`src/include/avpc_pkg.sv`:
```
// Constants for the ADC volume and input amplifier control slice
// Notes on behaviour
// - Decimator enable starts volume at -95.625 dB, ramping to register.
// - Each volume step during a ramp lasts 16 sample periods.
// - Volume code: 256 steps of 0.375 dB; 0x00 is 0 dB, 0xFF -95.625 dB.
// - Register 0x21 drives channel 2 volume, 0x22 channel 3; both reset zero.
// - Registers 0x23, 0x24, 0x25 control amplifiers 0, 1, 2; reset 0x40.
// - Bit 7 clear: line input, amplifier powered down.
// - Bit 7 set: microphone input, amplifier powered up with gain slewing.
// - Mute bit 6 resets set; while set the gain field is ignored.
// - Gain bits 5:0 in 0.75 dB steps from -12 dB; reset zero.
// - Bit 7 set: amplifier path inverts signal polarity; downstream accounts for it.
// - Channel fully on only when ADC enable and decimator enable both set.
`default_nettype none
package avpc_pkg;
  localparam logic [7:0] ADDR_CH2_VOLUME  = 8'h21;
  localparam logic [7:0] ADDR_CH3_VOLUME  = 8'h22;
  localparam logic [7:0] ADDR_AMP0_CTRL   = 8'h23;
  localparam logic [7:0] ADDR_AMP1_CTRL   = 8'h24;
  localparam logic [7:0] ADDR_AMP2_CTRL   = 8'h25;
  localparam logic [7:0] RST_VOLUME       = 8'h00;
  localparam logic [7:0] RST_AMP_CTRL     = 8'h40;
  localparam logic [7:0] VOL_FULL_ATTEN   = 8'hFF;
  localparam int         AMP_MIC_BIT      = 7;
  localparam int         AMP_MUTE_BIT     = 6;
  localparam int         AMP_GAIN_MSB     = 5;
  localparam logic [5:0] GAIN_MUTED_CODE  = 6'h00;
  localparam int         STEP_PERIODS     = 16;
  localparam logic [4:0] STEP_LAST        = 5'(STEP_PERIODS - 1);
  typedef enum logic [1:0] {AVPC_IDLE, AVPC_RAMP, AVPC_HOLD} avpc_ramp_t;
endpackage
`default_nettype wire

```
`src/include/avpc_ramp_if.sv`:
```
// Interface between the register bank and a volume ramp channel
`timescale 1ns/10ps
`default_nettype none
interface avpc_ramp_if;
  logic       enable;
  logic [7:0] target;
  logic [7:0] level;
  logic       settled;
  modport bank (output enable, output target, input level, input settled);
  modport ramp (input enable, input target, output level, output settled);
endinterface
`default_nettype wire

```
`src/rtl/avpc_amp_ctrl.sv`:
```
// Control decode for one input amplifier
`timescale 1ns/10ps
`default_nettype none
module avpc_amp_ctrl
  import avpc_pkg::*;
(
  input  wire logic       clock,
  input  wire logic       reset_n,
  input  wire logic [7:0] ctrl,
  output logic            power_up,
  output logic            mic_mode,
  output logic            slew_en,
  output logic            muted,
  output logic [5:0]      gain,
  output logic            invert
);
  always_ff @(posedge clock or negedge reset_n) begin
    if (!reset_n) begin
      power_up <= 1'b0;
      mic_mode <= 1'b0;
      slew_en  <= 1'b0;
      muted    <= 1'b1;
      gain     <= 6'h00;
      invert   <= 1'b0;
    end else begin
      power_up <= ctrl[AMP_MIC_BIT];
      mic_mode <= ctrl[AMP_MIC_BIT];
      slew_en  <= ctrl[AMP_MIC_BIT];
      muted    <= ctrl[AMP_MUTE_BIT];
      gain     <= ctrl[AMP_MUTE_BIT] ? GAIN_MUTED_CODE
                                     : ctrl[AMP_GAIN_MSB:0];
      invert   <= ctrl[AMP_MIC_BIT];
    end
  end
endmodule // avpc_amp_ctrl
`default_nettype wire

```
`src/rtl/avpc_regs.sv`:
```
// ADC channel 2/3 volume and input amplifier control registers
`timescale 1ns/10ps
`default_nettype none
module avpc_regs
  import avpc_pkg::*;
(
  input  wire logic       clock,
  input  wire logic       reset_n,
  input  wire logic [7:0] reg_addr,
  input  wire logic [7:0] reg_wdata,
  input  wire logic       reg_write,
  input  wire logic       reg_read,
  output logic [7:0]      reg_rdata,
  input  wire logic       fs_tick,
  input  wire logic       decim_ch2_enable,
  input  wire logic       decim_ch3_enable,
  input  wire logic       adc_ch2_enable,
  input  wire logic       adc_ch3_enable,
  output logic [7:0]      ch2_volume_level,
  output logic [7:0]      ch3_volume_level,
  output logic            ch2_active,
  output logic            ch3_active,
  output logic [2:0]      amp_power_up,
  output logic [2:0]      amp_mic_mode,
  output logic [2:0]      amp_slew_en,
  output logic [2:0]      amp_muted,
  output logic [17:0]     amp_gain,
  output logic [2:0]      amp_invert
);
  import avpc_pkg::*;
  ////////////////////////////////////////////////////////////////////////
  logic [7:0] ch2_volume_code_reg;
  logic [7:0] ch3_volume_code_reg;
  logic [7:0] amp_ctrl_reg [3];
  wire wr_ch2  = reg_write && (reg_addr == ADDR_CH2_VOLUME);
  wire wr_ch3  = reg_write && (reg_addr == ADDR_CH3_VOLUME);
  wire wr_amp0 = reg_write && (reg_addr == ADDR_AMP0_CTRL);
  wire wr_amp1 = reg_write && (reg_addr == ADDR_AMP1_CTRL);
  wire wr_amp2 = reg_write && (reg_addr == ADDR_AMP2_CTRL);
  wire [7:0] rd_mux;
  assign rd_mux =
    (reg_addr == ADDR_CH2_VOLUME) ? ch2_volume_code_reg :
    (reg_addr == ADDR_CH3_VOLUME) ? ch3_volume_code_reg :
    (reg_addr == ADDR_AMP0_CTRL)  ? amp_ctrl_reg[0] :
    (reg_addr == ADDR_AMP1_CTRL)  ? amp_ctrl_reg[1] :
    (reg_addr == ADDR_AMP2_CTRL)  ? amp_ctrl_reg[2] : 8'h00;
  always_ff @(posedge clock or negedge reset_n) begin
    if (!reset_n) begin
      ch2_volume_code_reg <= RST_VOLUME;
      ch3_volume_code_reg <= RST_VOLUME;
      amp_ctrl_reg[0]     <= RST_AMP_CTRL;
      amp_ctrl_reg[1]     <= RST_AMP_CTRL;
      amp_ctrl_reg[2]     <= RST_AMP_CTRL;
      reg_rdata           <= 8'h00;
    end else begin
      if (wr_ch2) ch2_volume_code_reg <= reg_wdata;
      if (wr_ch3) ch3_volume_code_reg <= reg_wdata;
      if (wr_amp0) amp_ctrl_reg[0] <= reg_wdata;
      if (wr_amp1) amp_ctrl_reg[1] <= reg_wdata;
      if (wr_amp2) amp_ctrl_reg[2] <= reg_wdata;
      if (reg_read) reg_rdata <= rd_mux;
    end
  end
  ////////////////////////////////////////////////////////////////////////
  // Volume ramps
  avpc_ramp_if rp2 ();
  avpc_ramp_if rp3 ();
  assign rp2.enable = decim_ch2_enable;
  assign rp3.enable = decim_ch3_enable;
  assign rp2.target = ch2_volume_code_reg;
  assign rp3.target = ch3_volume_code_reg;
  avpc_vol_ramp u_ramp2 (
    .clock   (clock),
    .reset_n (reset_n),
    .fs_tick (fs_tick),
    .rp      (rp2.ramp)
  );
  avpc_vol_ramp u_ramp3 (
    .clock   (clock),
    .reset_n (reset_n),
    .fs_tick (fs_tick),
    .rp      (rp3.ramp)
  );
  always_ff @(posedge clock or negedge reset_n) begin
    if (!reset_n) begin
      ch2_volume_level <= VOL_FULL_ATTEN;
      ch3_volume_level <= VOL_FULL_ATTEN;
      ch2_active       <= 1'b0;
      ch3_active       <= 1'b0;
    end else begin
      ch2_volume_level <= rp2.level;
      ch3_volume_level <= rp3.level;
      ch2_active <= adc_ch2_enable && decim_ch2_enable;
      ch3_active <= adc_ch3_enable && decim_ch3_enable;
    end
  end
  ////////////////////////////////////////////////////////////////////////
  // Amplifier decode
  genvar gi;
  generate
    for (gi = 0; gi < 3; gi++) begin : g_amp
      avpc_amp_ctrl u_amp (
        .clock    (clock),
        .reset_n  (reset_n),
        .ctrl     (amp_ctrl_reg[gi]),
        .power_up (amp_power_up[gi]),
        .mic_mode (amp_mic_mode[gi]),
        .slew_en  (amp_slew_en[gi]),
        .muted    (amp_muted[gi]),
        .gain     (amp_gain[gi*6 +: 6]),
        .invert   (amp_invert[gi])
      );
    end
  endgenerate
endmodule // avpc_regs
`default_nettype wire

```
`src/rtl/avpc_vol_ramp.sv`:
```
// Volume ramp for one decimator channel
`timescale 1ns/10ps
`default_nettype none
module avpc_vol_ramp
  import avpc_pkg::*;
(
  input  wire logic  clock,
  input  wire logic  reset_n,
  input  wire logic  fs_tick,
  avpc_ramp_if.ramp  rp
);
  avpc_ramp_t state_reg;
  avpc_ramp_t state_next;
  logic [7:0] level_reg;
  logic [4:0] tick_reg;
  wire        at_target = (level_reg == rp.target);
  wire        step_due  = fs_tick && (tick_reg == STEP_LAST);
  wire [7:0]  level_up  = level_reg + 8'h01;
  wire [7:0]  level_dn  = level_reg - 8'h01;
  always_comb begin
    state_next = state_reg;
    case (state_reg)
      AVPC_IDLE: if (rp.enable) state_next = AVPC_RAMP;
      AVPC_RAMP: if (!rp.enable) state_next = AVPC_IDLE;
                 else if (at_target) state_next = AVPC_HOLD;
      AVPC_HOLD: if (!rp.enable) state_next = AVPC_IDLE;
                 else if (!at_target) state_next = AVPC_RAMP;
      default:   state_next = AVPC_IDLE;
    endcase
  end
  always_ff @(posedge clock or negedge reset_n) begin
    if (!reset_n) begin
      state_reg <= AVPC_IDLE;
      level_reg <= VOL_FULL_ATTEN;
      tick_reg  <= 5'h00;
    end else begin
      state_reg <= state_next;
      if (state_reg == AVPC_IDLE) begin
        level_reg <= VOL_FULL_ATTEN;
        tick_reg  <= 5'h00;
      end else if (state_reg == AVPC_RAMP) begin
        if (fs_tick) tick_reg <= step_due ? 5'h00 : tick_reg + 5'h01;
        if (step_due && !at_target)
          level_reg <= (level_reg > rp.target) ? level_dn : level_up;
      end else begin
        tick_reg <= 5'h00;
      end
    end
  end
  assign rp.level   = level_reg;
  assign rp.settled = (state_reg == AVPC_HOLD);
endmodule // avpc_vol_ramp
`default_nettype wire

```
`config.mk`:
```
export PLATFORM = sky130hd
export DESIGN_NAME = avpc_regs
export DESIGN_NICKNAME = d
export VERILOG_FILES = /design/src/include/avpc_pkg.sv /design/src/include/avpc_ramp_if.sv /design/src/rtl/avpc_amp_ctrl.sv /design/src/rtl/avpc_regs.sv /design/src/rtl/avpc_vol_ramp.sv
export SDC_FILE = /design/constraint.sdc
export NUM_CORES = 1
export LEC_CHECK = 0
export ABC_AREA = 1
export BUFFER_PORTS_ARGS = -buffer_cell sky130_fd_sc_hd__buf_2
export CAP_MARGIN = 10
export CORE_MARGIN = 2
export CORE_UTILIZATION = 55
export DETAILED_ROUTE_END_ITERATION = 16
export HOLD_SLACK_MARGIN = 0.12
export PLACE_DENSITY = 0.77
export SLEW_MARGIN = 20
export SYNTH_ARGS = -nofsm -noshare
export SYNTH_HDL_FRONTEND = slang
export SYNTH_SLANG_ARGS = --single-unit
```
`constraint.sdc`:
```
create_clock -name clock -period 6.8 [get_ports clock]
set_clock_uncertainty 0.05 [all_clocks]
set_input_delay 0.68 -clock clock [delete_from_list [all_inputs] [get_ports clock]]
set_output_delay 0.68 -clock clock [all_outputs]
set_load 0.02 [all_outputs]
```
# [Yosys cells after proc, flatten, opt, wreduce, memory -nomap -nowiden]
# Index checks and enable logic that the tools add are counted.
# Widths: inputs -> output; s select.
[totals] out_inout_bits=59 word_cells=113 in_bits=25 reg_bits=120
[op_classes] muxes=36 magnitude_cmp=2 eq_ne=21 addsub=6 reduce_logical=23
[ops] operator="$mux 8" count=13
[ops] operator="$eq 8x6->1 const B" count=5
[ops] operator="$mux 5" count=8
[ops] operator="$mux 2" count=10
[ops] operator="$mux 6" count=3
[ops] operator="$add 8x1->8 const B" count=2
[ops] operator="$eq 8x8->1" count=2
[ops] operator="$gt 8x8->1" count=2
[ops] operator="$sub 8x1->8 const B" count=2
[ops] operator="$ne 3x2->1 const B" count=4
[ops] operator="$pmux 2 s3" count=2
[ops] operator="$logic_and 1x1->1" count=11
[ops] operator="$add 5x1->5 const B" count=2
[ops] operator="$eq 5x4->1 const B" count=2
[ops] operator="$reduce_bool 2->1" count=4
[ops] operator="$ne 3x3->1 const B" count=2
[ops] operator="$reduce_and 3->1" count=2
[ops] operator="$eq 2x1->1 const B" count=2
[ops] operator="$eq 2x2->1 const B" count=2
[ops] operator="$logic_not 2->1" count=2
[ops] operator="$ne 2x2->1 const B" count=2
[ops] operator="$reduce_and 2->1" count=2
[ops] operator="$logic_not 1->1" count=2

# [Logic depth before layout (Yosys ltp)]
[logic_depth] ltp_word=6 ltp_mapped=23 depth_no_buf=23

# [Cells and area by module]
# A second synthesis with hierarchy kept.
[unflattened] hier_cells=679 area_unflattened_um2=5992.0
[modules_own_cells] module="avpc_regs" area_each_um2=2797.7 cells_each=302 n_inst=1 seq_area_each_um2=1675.4
[modules_own_cells] module="avpc_vol_ramp" area_each_um2=1193.6 cells_each=154 n_inst=2 seq_area_each_um2=385.4
[modules_own_cells] module="avpc_amp_ctrl" area_each_um2=269.0 cells_each=23 n_inst=3 seq_area_each_um2=201.4

# [Worst setup path after synthesis]
# OpenSTA, ideal clock, no wires.
[synth_path] path_kind="reg2reg" start="register u_ramp3.level_reg[7], in the netlist u_ramp3.rp.level[7]" end="register u_ramp3.level_reg[6], in the netlist u_ramp3.rp.level[6]" arrival_ns=2.412 setup_time_ns=0.076 path_slack_ns=4.262 path_stages_with_launch=17 synth_period_minus_slack_ns=2.538 t_required_ns=6.674 n_path_buf=0 path_cell_list="dfstp_2 ha_1 a21o_1 nor2_1 nand2_1 nand2_1 inv_1 ha_1 nand2_1 o21ai_0 nand2_1 nand2_1 a21oi_1 nand2_1 nand2_1 o21bai_1 inv_1"
[synth_via] elab_chain_cells=5 word_cells_on_any_way=10 cone_classes="1 x order compare; 1 x eq/ne; 4 x mux; 4 x reduce/logical"
[synth_lines] item="start, declared" line="avpc_vol_ramp.sv:14" source="logic [7:0] level_reg;"
[synth_lines] item="start signal, assigned" line="avpc_vol_ramp.sv:44" source="level_reg <= (level_reg > rp.target) ? level_dn : level_up;"
[synth_lines] item="$gt 8x8->1 / $eq 8x8->1 (equally long branches)" line="avpc_vol_ramp.sv:44, avpc_vol_ramp.sv:16"
[synth_lines] item="$mux 8 / $logic_not 1->1 (equally long branches)"
[synth_lines] item="$mux 8 / $logic_and 1x1->1 (equally long branches)" line="avpc_vol_ramp.sv:43" source="if (step_due && !at_target)"
[synth_lines] item="$mux 8 / $reduce_bool 2->1 (equally long branches)"
[synth_lines] item="$mux 8 / $reduce_and 2->1 (equally long branches)"
# Several ways; a longest one is shown, not always the timed one. The select of a mux whose other input is x is not followed.
# A chain may end at the register's enable or synchronous reset.

# [Worst setup path in the final report]
# Same ends and word-level chain as after synthesis.

==> results.txt <==
* Endpoint arrival time on the critical path: 3.38 ns
- Summed instance area of the synthesized netlist: 5810 µm²
- RSZ-0062 raised after global routing: false
- Synthesis warning total: 0
* Maximum number of pins on one net before global-route repair: 80
- The register with the most flip-flops in the layout has 24 of them.
* Die Outline Area: 11400 µm²
- The max-slew violation total from the final report was 0.
* All-Layer GR Usage: 0.241
* Setup repair bufs after CTS: 0
* Minimum period implied by the final worst setup slack: 2.97 ns
- The final hold violation count is 0.
- The floorplan step set the die width to 107 µm.
- R2R Path Start: u_ramp3.rp.level[7]
* Post-cts gate resize count: 0
- For the worst flop-to-flop path, the logic depth is 16.
- For this run the aggregate overflow at the end of global routing stands at 0.
* Main area contributors after synthesis: sky130_fd_sc_hd__dfrtp_1, sky130_fd_sc_hd__dfstp_2, sky130_fd_sc_hd__nand2_1, sky130_fd_sc_hd__ha_1, sky130_fd_sc_hd__inv_1
* Setup crit start: u_ramp3.rp.level[7]
- Total of flip-flops plus latches after synthesis: 120
* First-pass GRT wire length: 21300 µm
* Yosys top cell area share: 0.353
- In this run, distinct cell masters in the synthesized netlist total 33.
- STA puts the critical path data required time at 7.20 ns.
* Root buffer selected by CTS: sky130_fd_sc_hd__clkbuf_8
- Leakage: 0.00346 µW
- Max clock buf depth: 2
- Max FO, Critical Path: 6
* Net count after synthesis: 705
- After layout, the worst setup slack is 3.83 ns.
- Num Clock Sinks: 120
- The endpoint identified for the worst register-to-register timing path is u_ramp3.rp.level[6].
- Worst setup timing slack at the placement stage: 3.88 ns
- Hold is met by 0.294 ns.
- The worst hold path belongs to the class in -> reg.
- Synth cell count leaders: sky130_fd_sc_hd__nand2_1, sky130_fd_sc_hd__inv_1, sky130_fd_sc_hd__dfrtp_1
- At the pin with the least slew margin, the transition time is 0.980 ns.
- The critical path in this run is classified as reg -> reg.
- Category of the worst setup path capture point: flip-flop
- Area added between synthesis and finish: 17.6%
- Final wirelength: 12500 µm
* Leading cell type by number of instances after synthesis: sky130_fd_sc_hd__nand2_1
- Library cell with the largest summed area after synthesis: sky130_fd_sc_hd__dfrtp_1
- Of the available clock period, the critical path in the final layout requires 0.437.
* Reg clk slew, reported paths: 0.06 ns
- Max_slew headroom: 0.347
- Using the TritonRoute via totals, the vias-per-cell ratio works out to 5.22.
* Row count: 37
* Clock tree from TritonCTS: done
- The initial utilization of the core area, before any placement, comes to 0.566.
- For flop-to-flop paths, the worst setup slack is 3.83 ns.
- Top-level I/O count: 84
- Via count: 4565
- The repair_antennas step left the layout with diodes totalling 0.
* CTS Hold Buffers Added: 1
- CTS built an H-tree with a depth of 4.
* Count of flip-flops with a built-in enable after synthesis: 0
- Hold Crit Depth: 3
- Final std cell area, no fill: 6840 µm²
- At the end of the flow, the number of nets in the layout was 782.
* Die Height: 107 µm
- Worst Setup Start Kind: flip-flop
- Instance count of the mapped netlist: 648
- Share of final-layout standard cells stronger than drive strength 1: 0.247
- For this design the ratio of total power to cell area is 265 nW/µm².
* Cell Area, Placed: 6220 µm²
- Initial antenna violation count: 0
- Detailed Route Iter0 Violations: 270
- Synthesized area per cell: 8.97 µm²
* Count of final setup violators: 0
* Max Clock Freq: 0.336 GHz
- In the final routed layout, each cell accounts on average for 14.3 µm.
- For this run, design rule violations remaining after detail routing come to 0.
* Proportion of synthesized chip area in sequential cells: 0.525
- The number of global-route vias before repair was 4410.
* Detailed-routing iteration count for the pre-antenna-repair pass: 5
- Outcome: completed
- In this run the remaining antenna-violating nets after routing total 0.
- The worst hold path terminates at ch3_active.
- Worst Min Path Start: adc_ch3_enable
- Max-cap viol count: 0
- Routability-driven placement finished with a final weighted congestion of 0.925.
* Clock latency on the worst-skew pair: 0.52 ns
- Ys flop type: sky130_fd_sc_hd__dfrtp_1
* Final core utilization: 0.665
- Asr flop ratio synth: 1.00
- Buffers placed on the I/O ports in this run total 83.
- Summed over all failing endpoints, the final setup total negative slack is 0 ns.
- VDD sags by at most 152 µV.
- Final HPWL DP: 8760 µm
* Clock buffer count from CTS: 17
* Standard cell core area: 10300 µm²
metrics by stage:
step	total power [µW]	instances
2_1_floorplan	863	648
5_1_grt	1880	874
4_1_cts	1820	874
3_5_place_dp	914	841
3_3_place_gp	907	841
6_report	1810	874
worst max-delay path: stages (launching register included):
cell	delay, ns
sky130_fd_sc_hd__dfstp_2	0.57
sky130_fd_sc_hd__ha_1	0.16
sky130_fd_sc_hd__nand2_1	0.07
sky130_fd_sc_hd__nor2_1	0.14
sky130_fd_sc_hd__nand4_1	0.25
sky130_fd_sc_hd__nand2_1	0.23
sky130_fd_sc_hd__inv_1	0.15
sky130_fd_sc_hd__ha_1	0.38
sky130_fd_sc_hd__nand2_1	0.06
sky130_fd_sc_hd__o21ai_0	0.28
sky130_fd_sc_hd__nand2_1	0.10
sky130_fd_sc_hd__nand2_1	0.08
sky130_fd_sc_hd__a21oi_1	0.07
sky130_fd_sc_hd__nand2_1	0.06
sky130_fd_sc_hd__nand2_1	0.05
sky130_fd_sc_hd__o21bai_1	0.14
sky130_fd_sc_hd__inv_1	0.05
per-layer routing:
metal,track usage,vias up,part of all wire
li1,-,2212,-
met1,0.314,2156,0.45
met2,0.382,163,0.47
met3,0.0523,34,0.058
met4,0.118,0,0.028
met5,0,-,0
kinds of logic (layout without fill, tap and decap cells):
group | after synthesis | count (layout) | synth area share
compound gates | 100 | 100 | 0.0977
xor+xnor | 10 | 10 | 0.0151
fa+ha+maj | 32 | 32 | 0.0715
buf+inv | 117 | 207 | 0.0900
flops | 120 | 120 | 0.525
simple gates | 269 | 269 | 0.201
area by class of cell:
type,instances,area [µm²]
multi-input combinational,411,2240
clock buffer,20,455
sequential,120,3050
clock inverter,12,149
inverter,90,338
timing repair buffer,85,435
fill,799,3440
tap,136,170
placed cells by master (no fill, tap or decap), types with 4 or more instances in the layout:
| cell type | count |
|---|---|
| sky130_fd_sc_hd__inv_1 | 87 |
| sky130_fd_sc_hd__nor2_1 | 51 |
| sky130_fd_sc_hd__nand2_1 | 153 |
| sky130_fd_sc_hd__clkbuf_8 | 4 |
| sky130_fd_sc_hd__o21ai_2 | 11 |
| sky130_fd_sc_hd__ha_1 | 30 |
| sky130_fd_sc_hd__o21bai_1 | 4 |
| sky130_fd_sc_hd__o21ai_0 | 39 |
| sky130_fd_sc_hd__o21ai_1 | 8 |
| sky130_fd_sc_hd__dfstp_2 | 38 |
| sky130_fd_sc_hd__clkinvlp_4 | 4 |
| sky130_fd_sc_hd__nand3_1 | 44 |
| sky130_fd_sc_hd__clkbuf_16 | 16 |
| sky130_fd_sc_hd__dfrtp_1 | 82 |
| sky130_fd_sc_hd__a21oi_1 | 31 |
| sky130_fd_sc_hd__clkinv_2 | 4 |
| sky130_fd_sc_hd__xnor2_1 | 4 |
| sky130_fd_sc_hd__buf_2 | 82 |
| sky130_fd_sc_hd__xor2_1 | 6 |
| sky130_fd_sc_hd__nand4_1 | 6 |
| sky130_fd_sc_hd__nand2_2 | 5 |
report_power, final:
group	switching, µW	internal (µW)	leakage (µW)
Sequential	19.2	743	0.00152
Combinational	96.5	44.6	0.00165
Clock	322	585	0.000289
Total	437	1370	0.00346
worst max path at each step:
| stage | to | slack [ns] | cells past startpoint |
|---|---|---|---|
| after floorplan | u_ramp3.rp.level[6] | 4.26 | 16 |
| after global routing | u_ramp3.rp.level[7] | 3.50 | 16 |
| after global placement | u_ramp3.rp.level[7] | 4.02 | 16 |
| after CTS | u_ramp3.rp.level[7] | 3.86 | 16 |
| final | u_ramp3.rp.level[6] | 3.83 | 16 |
| after detailed placement | u_ramp2.rp.level[6] | 3.88 | 15 |
(Power assumes the default switching activity.)
